`config.mk`:
```
export PLATFORM = sky130hd
export DESIGN_NAME = rzh_repeater_hub
export DESIGN_NICKNAME = d
export VERILOG_FILES = /design/src/hw/rzh_pkg.sv /design/src/hw/rzh_repeater_hub.sv
export SDC_FILE = /design/constraint.sdc
export NUM_CORES = 1
export LEC_CHECK = 0
export BUFFER_PORTS_ARGS = -buffer_cell sky130_fd_sc_hd__buf_2
export CORE_MARGIN = 5
export CORE_UTILIZATION = 30
export DETAILED_ROUTE_END_ITERATION = 10
export SYNTH_ARGS = -nofsm -noshare
export SYNTH_HDL_FRONTEND = slang
export SYNTH_SLANG_ARGS = --single-unit
```
`constraint.sdc`:
```
create_clock -name clock -period 15.6 [get_ports clock]
set_input_delay 0.78 -clock clock [delete_from_list [all_inputs] [get_ports clock]]
set_output_delay 0.78 -clock clock [all_outputs]
set_load 0.05 [all_outputs]
```
`src/hw/rzh_pkg.sv`:
```
/*
  constants, register map and state types of the return-to-zero repeater hub.
  assumes a single 50 MHz system clock and an AHB-Lite register bus.
*/
package rzh_pkg;

  // clock
  localparam int unsigned CLK_FREQ_HZ = 50_000_000;
  localparam int unsigned CLK_PERIOD_NS = 1_000_000_000 / CLK_FREQ_HZ;

  // ports: 0 faces the center, 1..7 face satellites
  localparam int unsigned NUM_PORTS = 8;
  localparam int unsigned NUM_SAT = 7;
  localparam int unsigned NUM_PATHS = 2;
  localparam int unsigned PATH_DOWN = 0;
  localparam int unsigned PATH_UP = 1;

  // symbol timing, in clock cycles per bit
  localparam int unsigned BIT_PERIOD_W = 16;
  localparam logic [15:0] BIT_PERIOD_RST = 16'h0004;
  localparam logic [15:0] BIT_PERIOD_MIN = 16'h0004;
  localparam logic [23:0] DISTORT_PCT = 24'h000031;
  localparam logic [23:0] PCT_FULL = 24'h000064;
  localparam int unsigned MAX_LAG_BITS = 52;

  // packet ends after this many empty bit slots
  localparam logic [3:0] END_ZEROS = 4'h4;

  // error monitor pulse length
  localparam int unsigned ERR_PULSE_NS = 1_000_000;
  localparam int unsigned ERR_PULSE_CYCLES = (ERR_PULSE_NS + CLK_PERIOD_NS - 1) / CLK_PERIOD_NS;

  // register byte offsets
  localparam logic [7:0] REG_CTRL = 8'h00;
  localparam logic [7:0] REG_BAUD = 8'h04;
  localparam logic [7:0] REG_STATUS = 8'h08;
  localparam logic [7:0] REG_ERRCNT = 8'h0c;

  // field positions
  localparam int unsigned CTRL_ENABLE_BIT = 0;
  localparam logic CTRL_ENABLE_RST = 1'b1;
  localparam int unsigned STAT_ACT_LSB = 0;
  localparam int unsigned STAT_DN_BUSY_BIT = 8;
  localparam int unsigned STAT_UP_BUSY_BIT = 9;
  localparam int unsigned STAT_SEL_LSB = 12;
  localparam int unsigned STAT_DUPLEX_BIT = 16;
  localparam int unsigned ERRCNT_W = 16;

  // AHB
  localparam logic [1:0] HTRANS_NONSEQ = 2'h2;

  typedef enum logic [1:0] {
    PATH_IDLE,
    PATH_RUN,
    PATH_DRAIN
  } rzh_path_e;

endpackage

```
`src/hw/rzh_repeater_hub.sv`:
```
/*
  eight-port repeater hub: regenerates return-to-zero packets cut-through,
  center port 0 to satellites 1..7 and satellites back to port 0.
  assumes pin inputs synchronous to clock, idle lines low, and one
  AHB-Lite master with hready fed back from hreadyout.
*/
// Function
// - center packet regenerated and sent to all seven satellite ports
// - one satellite packet regenerated and sent to center port only
// - while one satellite forwards, other satellites are ignored
// - duplex select high: both directions run independently
// - duplex select low: first direction wins, nothing else accepted meanwhile
// - receive-to-send lag stays within 52 bit periods
// - sending starts while packet still arrives
// - simultaneous starts: lowest numbered port served
// - full duplex: ports 0 and 1 do not contend
// - edges shifted up to 49 percent accepted and sent clean
// - distortion beyond 49 percent marks packet as error
// - error during sending stops transmission at once
// - error packet pulses error monitor output for fixed time
// - any baud rate up to 12.5 Mbps forwarded
// - activity output high while either path handles a packet
// - per-port receive activity indication for the port being forwarded only
// - port 0 upstream, ports 1 to 7 downstream
// - hubs may cascade, seven satellite ports each
// - satellite transmit enables high only while sending
// - one shared satellite transmit data output
`timescale 1ns/1ps

module rzh_repeater_hub #(
  parameter int unsigned ERR_PULSE_CYCLES = rzh_pkg::ERR_PULSE_CYCLES
) (
  input wire logic clock,
  input wire logic nrst,
  input wire logic hsel,
  input wire logic [31:0] haddr,
  input wire logic [1:0] htrans,
  input wire logic hwrite,
  input wire logic [2:0] hsize,
  input wire logic [31:0] hwdata,
  input wire logic hready,
  output logic hreadyout,
  output logic hresp,
  output logic [31:0] hrdata,
  input wire logic duplexSelect,
  input wire logic centerRxData,
  output logic centerTxData,
  output logic centerTxEnable,
  input wire logic [6:0] satPortRxData,
  output logic [6:0] satPortTxEnable,
  output logic satSharedTxData,
  output logic activityMonitor,
  output logic [7:0] portRxActivity,
  output logic errorMonitorN
);

  // reset release
  logic rstMeta_q;
  logic rstSync_q;
  always_ff @(posedge clock or negedge nrst) begin
    if (!nrst) begin
      rstMeta_q <= 1'b0;
      rstSync_q <= 1'b0;
    end else begin
      rstMeta_q <= 1'b1;
      rstSync_q <= rstMeta_q;
    end
  end
  wire rstN = rstSync_q;

  // registers
  logic hubEnable_q;
  logic [15:0] bitPeriod_q;
  logic [rzh_pkg::ERRCNT_W-1:0] errCount_q;

  // line edges
  logic [7:0] linePrev_q;
  wire [7:0] lineNow = {satPortRxData, centerRxData};
  wire [7:0] portRise = lineNow & ~linePrev_q;
  always_ff @(posedge clock or negedge rstN) begin
    if (!rstN) begin
      linePrev_q <= 8'h00;
    end else begin
      linePrev_q <= lineNow;
    end
  end

  // effective timing
  wire [15:0] periodEff = (bitPeriod_q < rzh_pkg::BIT_PERIOD_MIN) ? rzh_pkg::BIT_PERIOD_MIN : bitPeriod_q;
  wire [15:0] halfPeriod = {1'b0, periodEff[15:1]};
  wire [23:0] winProd = {8'h00, periodEff} * rzh_pkg::DISTORT_PCT;
  wire [23:0] winQuot = winProd / rzh_pkg::PCT_FULL;
  wire [15:0] edgeWin = winQuot[15:0];

  function automatic logic [2:0] lowestSat(input logic [6:0] req);
    logic [2:0] idx;
    idx = 3'h0;
    for (int i = rzh_pkg::NUM_SAT - 1; i >= 0; i--) begin
      if (req[i]) begin
        idx = 3'(i);
      end
    end
    return idx;
  endfunction

  // path arbitration
  logic [1:0] pathIdle;
  logic [1:0] pathStart;
  logic [1:0] pathRise;
  logic [1:0] pathLine;
  logic [1:0] pathErr;
  logic [1:0] pathTxData;
  logic [1:0] pathTxOn;
  logic [2:0] upSel_q;

  wire satAny = |portRise[7:1];
  assign pathStart[rzh_pkg::PATH_DOWN] = hubEnable_q && pathIdle[rzh_pkg::PATH_DOWN] && portRise[0] &&
                                         (duplexSelect || pathIdle[rzh_pkg::PATH_UP]);
  assign pathStart[rzh_pkg::PATH_UP] = hubEnable_q && pathIdle[rzh_pkg::PATH_UP] && satAny &&
                                       (duplexSelect || (pathIdle[rzh_pkg::PATH_DOWN] && !portRise[0]));

  always_ff @(posedge clock or negedge rstN) begin
    if (!rstN) begin
      upSel_q <= 3'h0;
    end else if (pathStart[rzh_pkg::PATH_UP]) begin
      upSel_q <= lowestSat(portRise[7:1]);
    end
  end

  wire [2:0] upSelNow = pathStart[rzh_pkg::PATH_UP] ? lowestSat(portRise[7:1]) : upSel_q;
  // only the chosen satellite line feeds the upstream path
  assign pathLine[rzh_pkg::PATH_DOWN] = centerRxData;
  assign pathRise[rzh_pkg::PATH_DOWN] = portRise[0];
  assign pathLine[rzh_pkg::PATH_UP] = satPortRxData[upSelNow];
  assign pathRise[rzh_pkg::PATH_UP] = portRise[3'h1 + {1'b0, upSelNow[1:0]} + {upSelNow[2], 2'b00}];

  // one regenerating path per direction
  genvar p;
  for (p = 0; p < rzh_pkg::NUM_PATHS; p++) begin : gPath
    rzh_pkg::rzh_path_e st_q;
    logic [15:0] cnt_q;
    logic one_q;
    logic [15:0] highCnt_q;
    logic [3:0] zeroRun_q;
    logic [15:0] txCnt_q;
    logic txOne_q;
    logic txOn_q;
    logic txData_q;

    wire running = (st_q == rzh_pkg::PATH_RUN);
    wire edgeOk = (cnt_q <= edgeWin) || (cnt_q >= periodEff - edgeWin);
    // late edge, double edge, or line stuck high
    wire errNow = running && ((pathRise[p] && (!edgeOk || one_q)) || (highCnt_q >= periodEff));
    wire emit = running && (cnt_q == halfPeriod);
    wire lastWrap = (cnt_q == periodEff - 16'h0001);
    wire doneNow = emit && !one_q && (zeroRun_q == rzh_pkg::END_ZEROS - 4'h1);
    wire keepOn = running && !errNow && !doneNow;
    wire drainDone = (st_q == rzh_pkg::PATH_DRAIN) && !pathLine[p] && lastWrap &&
                     (zeroRun_q == rzh_pkg::END_ZEROS - 4'h1);

    always_ff @(posedge clock or negedge rstN) begin
      if (!rstN) begin
        st_q <= rzh_pkg::PATH_IDLE;
      end else begin
        case (st_q)
          rzh_pkg::PATH_IDLE: begin
            if (pathStart[p]) begin
              st_q <= rzh_pkg::PATH_RUN;
            end
          end
          rzh_pkg::PATH_RUN: begin
            if (errNow) begin
              st_q <= rzh_pkg::PATH_DRAIN;
            end else if (doneNow) begin
              st_q <= rzh_pkg::PATH_IDLE;
            end
          end
          rzh_pkg::PATH_DRAIN: begin
            if (drainDone) begin
              st_q <= rzh_pkg::PATH_IDLE;
            end
          end
          default: begin
            st_q <= rzh_pkg::PATH_IDLE;
          end
        endcase
      end
    end

    // slot phase, centred on the nominal rising edge
    always_ff @(posedge clock or negedge rstN) begin
      if (!rstN) begin
        cnt_q <= 16'h0000;
      end else if (st_q == rzh_pkg::PATH_IDLE) begin
        cnt_q <= pathStart[p] ? 16'h0001 : 16'h0000;
      end else if (st_q == rzh_pkg::PATH_DRAIN && pathLine[p]) begin
        cnt_q <= 16'h0000;
      end else begin
        cnt_q <= lastWrap ? 16'h0000 : cnt_q + 16'h0001;
      end
    end

    // edge seen for the slot now being decided
    always_ff @(posedge clock or negedge rstN) begin
      if (!rstN) begin
        one_q <= 1'b0;
      end else if (st_q == rzh_pkg::PATH_IDLE) begin
        one_q <= pathStart[p];
      end else if (emit) begin
        one_q <= 1'b0;
      end else if (running && pathRise[p]) begin
        one_q <= 1'b1;
      end
    end

    always_ff @(posedge clock or negedge rstN) begin
      if (!rstN) begin
        highCnt_q <= 16'h0000;
      end else if (st_q == rzh_pkg::PATH_IDLE) begin
        highCnt_q <= pathStart[p] ? 16'h0001 : 16'h0000;
      end else if (running && pathLine[p]) begin
        highCnt_q <= highCnt_q + 16'h0001;
      end else begin
        highCnt_q <= 16'h0000;
      end
    end

    // empty slots in a row, also low periods while draining
    always_ff @(posedge clock or negedge rstN) begin
      if (!rstN) begin
        zeroRun_q <= 4'h0;
      end else if (st_q == rzh_pkg::PATH_IDLE || errNow) begin
        zeroRun_q <= 4'h0;
      end else if (emit) begin
        zeroRun_q <= one_q ? 4'h0 : zeroRun_q + 4'h1;
      end else if (st_q == rzh_pkg::PATH_DRAIN) begin
        if (pathLine[p]) begin
          zeroRun_q <= 4'h0;
        end else if (lastWrap) begin
          zeroRun_q <= zeroRun_q + 4'h1;
        end
      end
    end

    // clean symbol generator, half period high for a one
    always_ff @(posedge clock or negedge rstN) begin
      if (!rstN) begin
        txCnt_q <= 16'h0000;
        txOne_q <= 1'b0;
      end else if (emit) begin
        txCnt_q <= 16'h0000;
        txOne_q <= one_q;
      end else if (txCnt_q < periodEff - 16'h0001) begin
        txCnt_q <= txCnt_q + 16'h0001;
      end
    end

    always_ff @(posedge clock or negedge rstN) begin
      if (!rstN) begin
        txOn_q <= 1'b0;
        txData_q <= 1'b0;
      end else begin
        txOn_q <= keepOn && (txOn_q || emit);
        txData_q <= keepOn && (emit ? one_q : (txOne_q && (txCnt_q + 16'h0001) < halfPeriod));
      end
    end

    assign pathIdle[p] = (st_q == rzh_pkg::PATH_IDLE);
    assign pathErr[p] = errNow;
    assign pathTxData[p] = txData_q;
    assign pathTxOn[p] = txOn_q;
  end

  assign satSharedTxData = pathTxData[rzh_pkg::PATH_DOWN];
  assign satPortTxEnable = {rzh_pkg::NUM_SAT{pathTxOn[rzh_pkg::PATH_DOWN]}};
  assign centerTxData = pathTxData[rzh_pkg::PATH_UP];
  assign centerTxEnable = pathTxOn[rzh_pkg::PATH_UP];

  // activity monitors
  logic [7:0] portAct_q;
  logic actAny_q;
  always_ff @(posedge clock or negedge rstN) begin
    if (!rstN) begin
      portAct_q <= 8'h00;
      actAny_q <= 1'b0;
    end else begin
      portAct_q[0] <= !pathIdle[rzh_pkg::PATH_DOWN];
      for (int i = 0; i < rzh_pkg::NUM_SAT; i++) begin
        portAct_q[i + 1] <= !pathIdle[rzh_pkg::PATH_UP] && (upSel_q == 3'(i));
      end
      actAny_q <= !pathIdle[rzh_pkg::PATH_DOWN] || !pathIdle[rzh_pkg::PATH_UP];
    end
  end
  assign portRxActivity = portAct_q;
  assign activityMonitor = actAny_q;

  // error monitor pulse
  wire anyErr = |pathErr;
  logic [31:0] errTimer_q;
  logic errN_q;
  always_ff @(posedge clock or negedge rstN) begin
    if (!rstN) begin
      errTimer_q <= 32'h0000_0000;
      errN_q <= 1'b1;
    end else begin
      if (anyErr) begin
        errTimer_q <= ERR_PULSE_CYCLES - 32'h0000_0001;
      end else if (errTimer_q != 32'h0000_0000) begin
        errTimer_q <= errTimer_q - 32'h0000_0001;
      end
      // low for exactly ERR_PULSE_CYCLES cycles after the error cycle
      errN_q <= !(anyErr || errTimer_q != 32'h0000_0000);
    end
  end
  assign errorMonitorN = errN_q;

  // AHB-Lite slave, zero wait states
  logic wrPend_q;
  logic [7:0] wrAddr_q;
  wire take = hsel && hready && htrans[1];
  wire [7:0] offs = haddr[7:0];
  wire inMap = (haddr[31:8] == 24'h000000) && (offs[1:0] == 2'b00);

  function automatic logic [31:0] readReg(input logic [7:0] a, input logic mapped);
    logic [31:0] v;
    v = 32'h0000_0000;
    if (mapped) begin
      case (a)
        rzh_pkg::REG_CTRL: v[rzh_pkg::CTRL_ENABLE_BIT] = hubEnable_q;
        rzh_pkg::REG_BAUD: v[15:0] = bitPeriod_q;
        rzh_pkg::REG_STATUS: begin
          v[rzh_pkg::STAT_ACT_LSB +: 8] = portAct_q;
          v[rzh_pkg::STAT_DN_BUSY_BIT] = !pathIdle[rzh_pkg::PATH_DOWN];
          v[rzh_pkg::STAT_UP_BUSY_BIT] = !pathIdle[rzh_pkg::PATH_UP];
          v[rzh_pkg::STAT_SEL_LSB +: 3] = upSel_q + 3'h1;
          v[rzh_pkg::STAT_DUPLEX_BIT] = duplexSelect;
        end
        rzh_pkg::REG_ERRCNT: v[rzh_pkg::ERRCNT_W-1:0] = errCount_q;
        default: v = 32'h0000_0000;
      endcase
    end
    return v;
  endfunction

  always_ff @(posedge clock or negedge rstN) begin
    if (!rstN) begin
      wrPend_q <= 1'b0;
      wrAddr_q <= 8'h00;
      hrdata <= 32'h0000_0000;
    end else if (hready) begin
      wrPend_q <= take && hwrite && inMap;
      wrAddr_q <= offs;
      hrdata <= (take && !hwrite) ? readReg(offs, inMap) : 32'h0000_0000;
    end
  end

  always_ff @(posedge clock or negedge rstN) begin
    if (!rstN) begin
      hubEnable_q <= rzh_pkg::CTRL_ENABLE_RST;
      bitPeriod_q <= rzh_pkg::BIT_PERIOD_RST;
    end else if (wrPend_q) begin
      if (wrAddr_q == rzh_pkg::REG_CTRL) begin
        hubEnable_q <= hwdata[rzh_pkg::CTRL_ENABLE_BIT];
      end
      if (wrAddr_q == rzh_pkg::REG_BAUD) begin
        bitPeriod_q <= hwdata[15:0];
      end
    end
  end

  // error count, a new error beats a clearing write
  always_ff @(posedge clock or negedge rstN) begin
    if (!rstN) begin
      errCount_q <= 16'h0000;
    end else if (anyErr) begin
      if (wrPend_q && wrAddr_q == rzh_pkg::REG_ERRCNT) begin
        errCount_q <= 16'h0001;
      end else if (errCount_q != 16'hffff) begin
        errCount_q <= errCount_q + 16'h0001;
      end
    end else if (wrPend_q && wrAddr_q == rzh_pkg::REG_ERRCNT) begin
      errCount_q <= 16'h0000;
    end
  end

  assign hreadyout = 1'b1;
  assign hresp = 1'b0;

endmodule

```
==> results of run 1 <==
placed cells by master, fill, tap and decap left out, types with 18 or more instances in the layout:
| cell type | Yosys | layout |
|---|---|---|
| a21o_1 | 23 | 23 |
| a21oi_1 | 187 | 140 |
| a21oi_2 | 4 | 46 |
| a31oi_1 | 37 | 31 |
| and2_1 | 37 | 31 |
| and3_1 | 84 | 77 |
| buf_2 | 12 | 99 |
| buf_4 | 28 | 860 |
| buf_6 | 8 | 36 |
| clkbuf_16 | 0 | 27 |
| conb_1 | 2 | 18 |
| dfrtp_1 | 227 | 226 |
| ha_1 | 258 | 253 |
| inv_1 | 98 | 93 |
| mux2_2 | 37 | 37 |
| mux2i_1 | 40 | 35 |
| nand2_1 | 239 | 217 |
| nand2b_1 | 86 | 84 |
| nand3_1 | 134 | 121 |
| nand4_1 | 59 | 59 |
| nor2_1 | 279 | 271 |
| nor2b_1 | 71 | 63 |
| nor3_1 | 93 | 67 |
| nor4_1 | 55 | 39 |
| o211ai_1 | 28 | 28 |
| o21a_1 | 26 | 26 |
| o21ai_0 | 166 | 135 |
| o21ai_1 | 29 | 35 |
| o21ai_2 | 2 | 25 |
| o22ai_1 | 24 | 21 |
| or3_1 | 35 | 21 |
| xnor2_1 | 175 | 157 |
| xnor2_2 | 5 | 19 |
| xor2_1 | 157 | 149 |
state kept, by name, indices dropped and copies added (netlist names), 16 cells and up:
signal / count
gPath.cnt_q: 32
bitPeriod_q: 16
gPath.highCnt_q: 32
hrdata: 17
errCount_q: 16
errTimer_q: 32
gPath.txCnt_q: 32
cell usage after synthesis (all sizes together) (40+ instances only):
cell type and count:
and3 84, dfrtp 227, nor2b 71, nand2b 86, nand2 242, mux2i 41
ha 258, inv 110, a31oi 40, xor2 158, nor4 59, nand3 134
clkbuf 93, xnor2 180, nand4 59, a21oi 191, o21ai 198, nor2 282
nor3 99, buf 56
cell type report:
class	instances	area [um2]
clock buffer	39	728
timing repair buffer	1010	7640
fill	8478	49000
tap	1155	1450
sequential	230	5760
clock inverter	6	72.6
inverter	111	439
multi-input combinational	2757	21500
worst max-delay path by stage:
stage | from | endpoint | slack (ns) | cells after the start
floorplan | bitPeriod_q[10] | errTimer_q[30] | -6.84 | 112
global placement | bitPeriod_q[9] | errTimer_q[27] | -8.10 | 110
detailed placement | bitPeriod_q[9] | errTimer_q[27] | -8.18 | 110
CTS | bitPeriod_q[9] | errTimer_q[28] | -6.89 | 111
global route | bitPeriod_q[10] | errTimer_q[28] | -8.54 | 110
finish | bitPeriod_q[10] | errTimer_q[28] | -7.45 | 110
metal layers:
| metal | track usage | up-vias | share of wire |
|---|---|---|---|
| li1 | - | 13600 | - |
| met1 | 0.254 | 13300 | 0.45 |
| met2 | 0.315 | 689 | 0.47 |
| met3 | 0.0235 | 169 | 0.052 |
| met4 | 0.0446 | 0 | 0.027 |
| met5 | 0 | - | 0 |
cells by family after synthesis:
group	count (synthesis)	synth area share
and+or+nand+nor	1276	0.253
xor gates and xnor gates	338	0.115
other	2	0.000287
AOI/OAI and AO/OA	771	0.199
adders and majority gates	270	0.133
DFF	230	0.220
buffers and inverters	260	0.0444
muxes	83	0.0353
metrics by stage:
stage	instances	hold slack, ns	area [um2]
floorplan	3246	0.331	26900
global route	5308	0.340	37600
finish	5308	0.317	37600
CTS	5246	0.335	36100
global placement	5130	0.332	33900
detailed placement	5130	0.336	33900
critical path, delay by kind of cell, from the launching register on:
kind,cells,cell delay [ns]
compound gates,45,10.18
simple gates,34,6.87
buf+inv,18,2.46
fa+ha+maj,7,2.05
mux,3,0.57
flops,1,0.39
xor+xnor,3,0.39
timing repair:
item                                    in CTS  in global routing
endpoints found under the setup margin      65                 65
pin swaps                                   86                135
cloned                                       2                  2
hold endpoints to repair                     2                  0
buffers inserted                            72                 65
hold buffers                                 1                  0
gates resized for setup                    185                212
==> metrics, run 1 <==
GRT Total Usage 0.186; Fin. Hold Viols 0; CTS tree done; Root Driver clkbuf_16; Worst Path Max Fanout 16; DPL Wire Length 71900 um; unrepaired setup endpoints after global routing true; Post-Synthesis Cells about 3.2k; Die W a little over 300 um; clock sinks 230; Post-DRT Antenna Nets 0; Layout area overhead 43.7%; Yosys warning count 0; worst r2r src bitPeriod_q[10]; number of antenna diodes 0; dpl ws -8.18 ns; average wire per standard cell between 15 and 20 um; total core area ~87000 um2; FMAX 43.4 MHz; DR iter-0 viols between 1.5k and 2k; layout cell share with drive strength beyond 1 0.362; Vias/cell 5.23; Mapped Avg Cell Area between 8 and 9 um2; worst rel slew slack 0.224; failing checks negative setup slack; slowest CP cell o41a_4; crit path kind reg2reg; CTS buffer count 25; post-synthesis sequential area ratio 0.220; required time worst endpoint between 15 and 20 ns; Hold WC Path Type reg2async; Arrival @ worst endpoint approximately 23 ns; Final WS setup -7.45 ns; Yosys top cell area share 0.217; largest net degree at the start of global routing 77; routability cong. roughly 0.92; crit path time final 23.05 ns; H-tree levels 1; DR pass1 iterations 5; FFs w/ async S/R, synth 1.00; clk_lat worst skew ~0.55 ns; final slew viol count 0; Crit Reg-Reg Endpoint errTimer_q[28]; Synth Flop Type dfrtp_1; final-report setup violation count 65; CP endpoint kind flop; setup_tns -444.44 ns; Post-synth EDFFs 0; CTS Buffer Depth 3; Post-Route WL ~93000 um; Starting Density 0.302; most used cell, CP buf_4; NumNets Final approximately 4.5k; cell depth of the worst flop-to-flop path 110; Tcrit/Tclk final 1.48; Max-Cap Viols 0; R2R setup slack -7.45 ns; first-pass GRT wire length ~150000 um; clock slew at reported path FFs ~0.060 ns; cell taking the most area after synthesis dfrtp_1; vias in the first global route ~27k; row count ~110; Die H approximately 310 um; Total Die Area between 90000 and 100000 um2; flops & latches, synth 230; number of placed I/O pins ~140; Worst-Margin Slew 1.16 ns; Crit path largest cell delay 0.57 ns; status finished with violations; crit start category flop; initial antenna violation count 1; Netlist cell types 130; IO Port Bufs 99; DRC 0; Synth Cell Area between 20000 and 30000 um2; global route overflow 0; Final Skew between 0.015 and 0.02 ns; Area contributors post-synth dfrtp_1 22%, ha_1 12%, xnor2_1 5.9%; fin util 0.434; via count roughly 28k
Power of run 1 is left out: the tool's default activity adds up to more than one toggle a clock period on the data nets, which glitch-free logic cannot reach.
==> run 2: changes to the inputs <==
ABC_AREA = 1   (was unset)
PLACE_DENSITY = 0.48   (was unset)
==> run 2 against run 1 <==
  * The flow still finishes with violations (negative setup slack)
  * First-iteration DRC count up 11%
  * Clock skew down 0.0042 ns
  * Sequential share of layout area down 0.93 points
  * Critical path depth up 56
  * Die area up 8.1%
  * Critical path type unchanged
  * Critical endpoint is now errCount_q[12]
==> metrics, run 2 <==
Post-Route WL 102000 um (was 92900 um); required time worst endpoint 16.06 ns (was 16.02 ns); GRT Total Usage 0.190 (was 0.186); number of placed I/O pins 137 (unchanged); CP delay by family, top simple AND/OR/NAND/NOR gates (was compound AO/OA/AOI/OAI gates); Root Driver clkbuf_16 (unchanged); clock sinks 230 (unchanged); global route overflow 0 (unchanged); Layout area overhead 41.2% (was 43.7%); H-tree levels 1 (unchanged); Worst-Margin Slew 1.01 ns (was 1.16 ns); post-synthesis sequential area ratio 0.203 (was 0.220); first-pass GRT wire length 158000 um (was 145000 um); vias in the first global route 28.8k (was 27.0k); Synth top cells by count 796 x nand2_1, 535 x inv_1, 402 x nor2_1 (was 279 x nor2_1, 258 x ha_1, 239 x nand2_1); IO Port Bufs 99 (unchanged); CP Buf/Inv Count 26 (was 18); Die W 318 um (was 305 um); Starting Density 0.303 (was 0.302); Post-DRT Antenna Nets 0 (unchanged); Final WS setup -4.12 ns (was -7.45 ns); status finished with violations (unchanged); Tcrit/Tclk final 1.26 (was 1.48); Total Die Area 101000 um2 (was 93200 um2); clock slew at reported path FFs 0.06 ns (about the same); average wire per standard cell 16.3 um (was 17.5 um); CTS buffer count 27 (was 25); Post-synth EDFFs 0 (unchanged); largest net degree at the start of global routing 70 (was 77); fill count 9771 (was 8478); Netlist cell types 75 (was 130); failing checks negative setup slack (unchanged); CTS tree done (unchanged); routability cong. 0.924 (was 0.917); Max-Cap Viols 0 (unchanged); Die H 318 um (was 305 um); NumNets Final 5344 (was 4488); Crit path largest cell delay 0.48 ns (was 0.57 ns); most frequent cells in the layout 760 x buf_4, 662 x nand2_1, 493 x inv_1 (was 860 x buf_4, 271 x nor2_1, 253 x ha_1); FMAX 50.7 MHz (was 43.4 MHz); final-report setup violation count 65 (unchanged); crit start category flop (unchanged); DR pass1 iterations 5 (unchanged); Yosys warning count 0 (unchanged); most common cell in the netlist nand2_1 (was nor2_1); worst rel slew slack 0.327 (was 0.224); FFs w/ async S/R, synth 1.00 (unchanged); dpl ws -4.65 ns (was -8.18 ns); CP endpoint kind flop (unchanged); Synth Flop Type dfrtp_1 (unchanged); Yosys top cell area share 0.200 (was 0.217); crit path time final 19.72 ns (was 23.05 ns); Final Skew 0.0130 ns (was 0.0172 ns); Post-Synthesis Cells 4077 (was 3230); Area contributors post-synth dfrtp_1 20%, ha_1 11%, nand2_1 11% (was dfrtp_1 22%, ha_1 12%, xnor2_1 5.9%); most used cell, CP nand2_4 (was buf_4); unrepaired setup endpoints after global routing true (unchanged); total core area 93600 um2 (was 86600 um2); DPL Wire Length 80800 um (was 71900 um); Synth Cell Area 28400 um2 (was 26200 um2); Worst Path Max Fanout 8 (was 16); DR iter-0 viols 1939 (was 1741); CTS Buffer Depth 3 (unchanged); crit path kind reg2reg (unchanged); flops & latches, synth 230 (unchanged); Vias/cell 4.78 (was 5.23); number of antenna diodes 0 (unchanged); most common cell after layout, fill and taps aside buf_4 (unchanged); Mapped Avg Cell Area 6.96 um2 (was 8.10 um2); DRC 0 (unchanged); Fin. Hold Viols 0 (unchanged); Hold WC Path Type reg2async (unchanged); final slew viol count 0 (unchanged); row count 112 (was 108); via count 29.9k (was 27.7k); Arrival @ worst endpoint 20.18 ns (was 23.47 ns); slowest CP cell fa_1 (was o41a_4); layout cell share with drive strength beyond 1 0.376 (was 0.362); clk_lat worst skew 0.57 ns (was 0.55 ns); cell taking the most area after synthesis dfrtp_1 (unchanged); initial antenna violation count 1 (unchanged)
-- run 2: changes by cell type after synthesis, sizes merged, moves of 37 or more --
| cell | previous run | this run |
|---|---|---|
| xnor2 | 180 | 34 |
| mux2i | 41 | 0 |
| nand2 | 242 | 1047 |
| nand3 | 134 | 365 |
| clkbuf | 93 | 48 |
| nand2b | 86 | 0 |
| and3 | 84 | 0 |
| nor2b | 71 | 0 |
| inv | 110 | 568 |
| o21ai | 198 | 113 |
| and2 | 39 | 2 |
| nand4 | 59 | 146 |
| nor2 | 282 | 481 |
-- run 2: cell families after synthesis --
| family | count (synthesis) | share of synthesized area |
|---|---|---|
| simple gates | 2243 | 0.409 |
| buf+inv | 693 | 0.108 |
| compound gates | 436 | 0.0943 |
| fa+ha+maj | 270 | 0.122 |
| flops | 230 | 0.203 |
| xor+xnor | 195 | 0.0602 |
| mux | 8 | 0.00318 |
| other cells | 2 | 0.000265 |
-- run 2: final cells by class --
cell class,count,area [um2],area share
multi-input combinational,3178,22000,0.549
timing repair buffer,956,7440,0.186
sequential,230,5760,0.144
inverter,598,2360,0.0588
tap,1254,1570,0.0392
clock buffer,32,724,0.0181
clock inverter,17,215,0.00537
-- run 2: repair_timing --
action                     CTS  global route
setup endpoints to repair   65            65
setup buffers               38            79
gates resized for setup    123           436
pin swaps                   98           272
hold buffers                 1             0
hold endpoints to repair     2             0
gates cloned                 7             5
-- run 2: through the flow --
step | hold slack, ns | util | cell area, um2 | setup TNS [ns] | instances
floorplan | 0.331 | - | 28900 | -155.99 | 4093
global placement | 0.267 | 0.382 | 35800 | -280.58 | 6087
detailed placement | 0.269 | 0.382 | 35800 | -283.85 | 6087
CTS | 0.273 | 0.402 | 37600 | -251.39 | 6182
global route | 0.295 | 0.428 | 40100 | -334.72 | 6265
finish | 0.254 | 0.428 | 40100 | -250.09 | 6265
-- run 2: worst reg2reg max path, delay by kind of cell, from the launching register on --
family                     cells  cell delay [ns]
and+or+nand+nor              111            11.04
buffers and inverters         26             3.00
AOI/OAI and AO/OA             21             2.89
adders and majority gates      7             2.10
DFF                            1             0.40
xor gates and xnor gates       1             0.16
-- run 2: final timing paths --
kind | from | to | slack [ns] | depth (start not counted)
max | bitPeriod_q[5] | errCount_q[12] | -4.12 | 166
min | rstN | hrdata[11] | 0.25 | 0
max reg2reg | bitPeriod_q[5] | errCount_q[12] | -4.12 | 166
min reg2reg | rstN | hrdata[11] | 0.25 | 0
max in group asynchronous | rstN | gPath[0].cnt_q[13] | 14.06 | 1
min in group clock | satPortRxData[3] | linePrev_q[4] | 0.33 | 1
-- run 2: metal layers --
metal  up-vias  GRT usage  part of all wire  wire [um]
met2       558      0.325              0.47      47900
li1      15300          -                 -          -
met1     14000      0.266              0.47      48500
met4         0     0.0357             0.023       2350
met3       113     0.0140             0.036       3640
met5         -          0                 0          0
Power of run 2 is left out for the same reason.
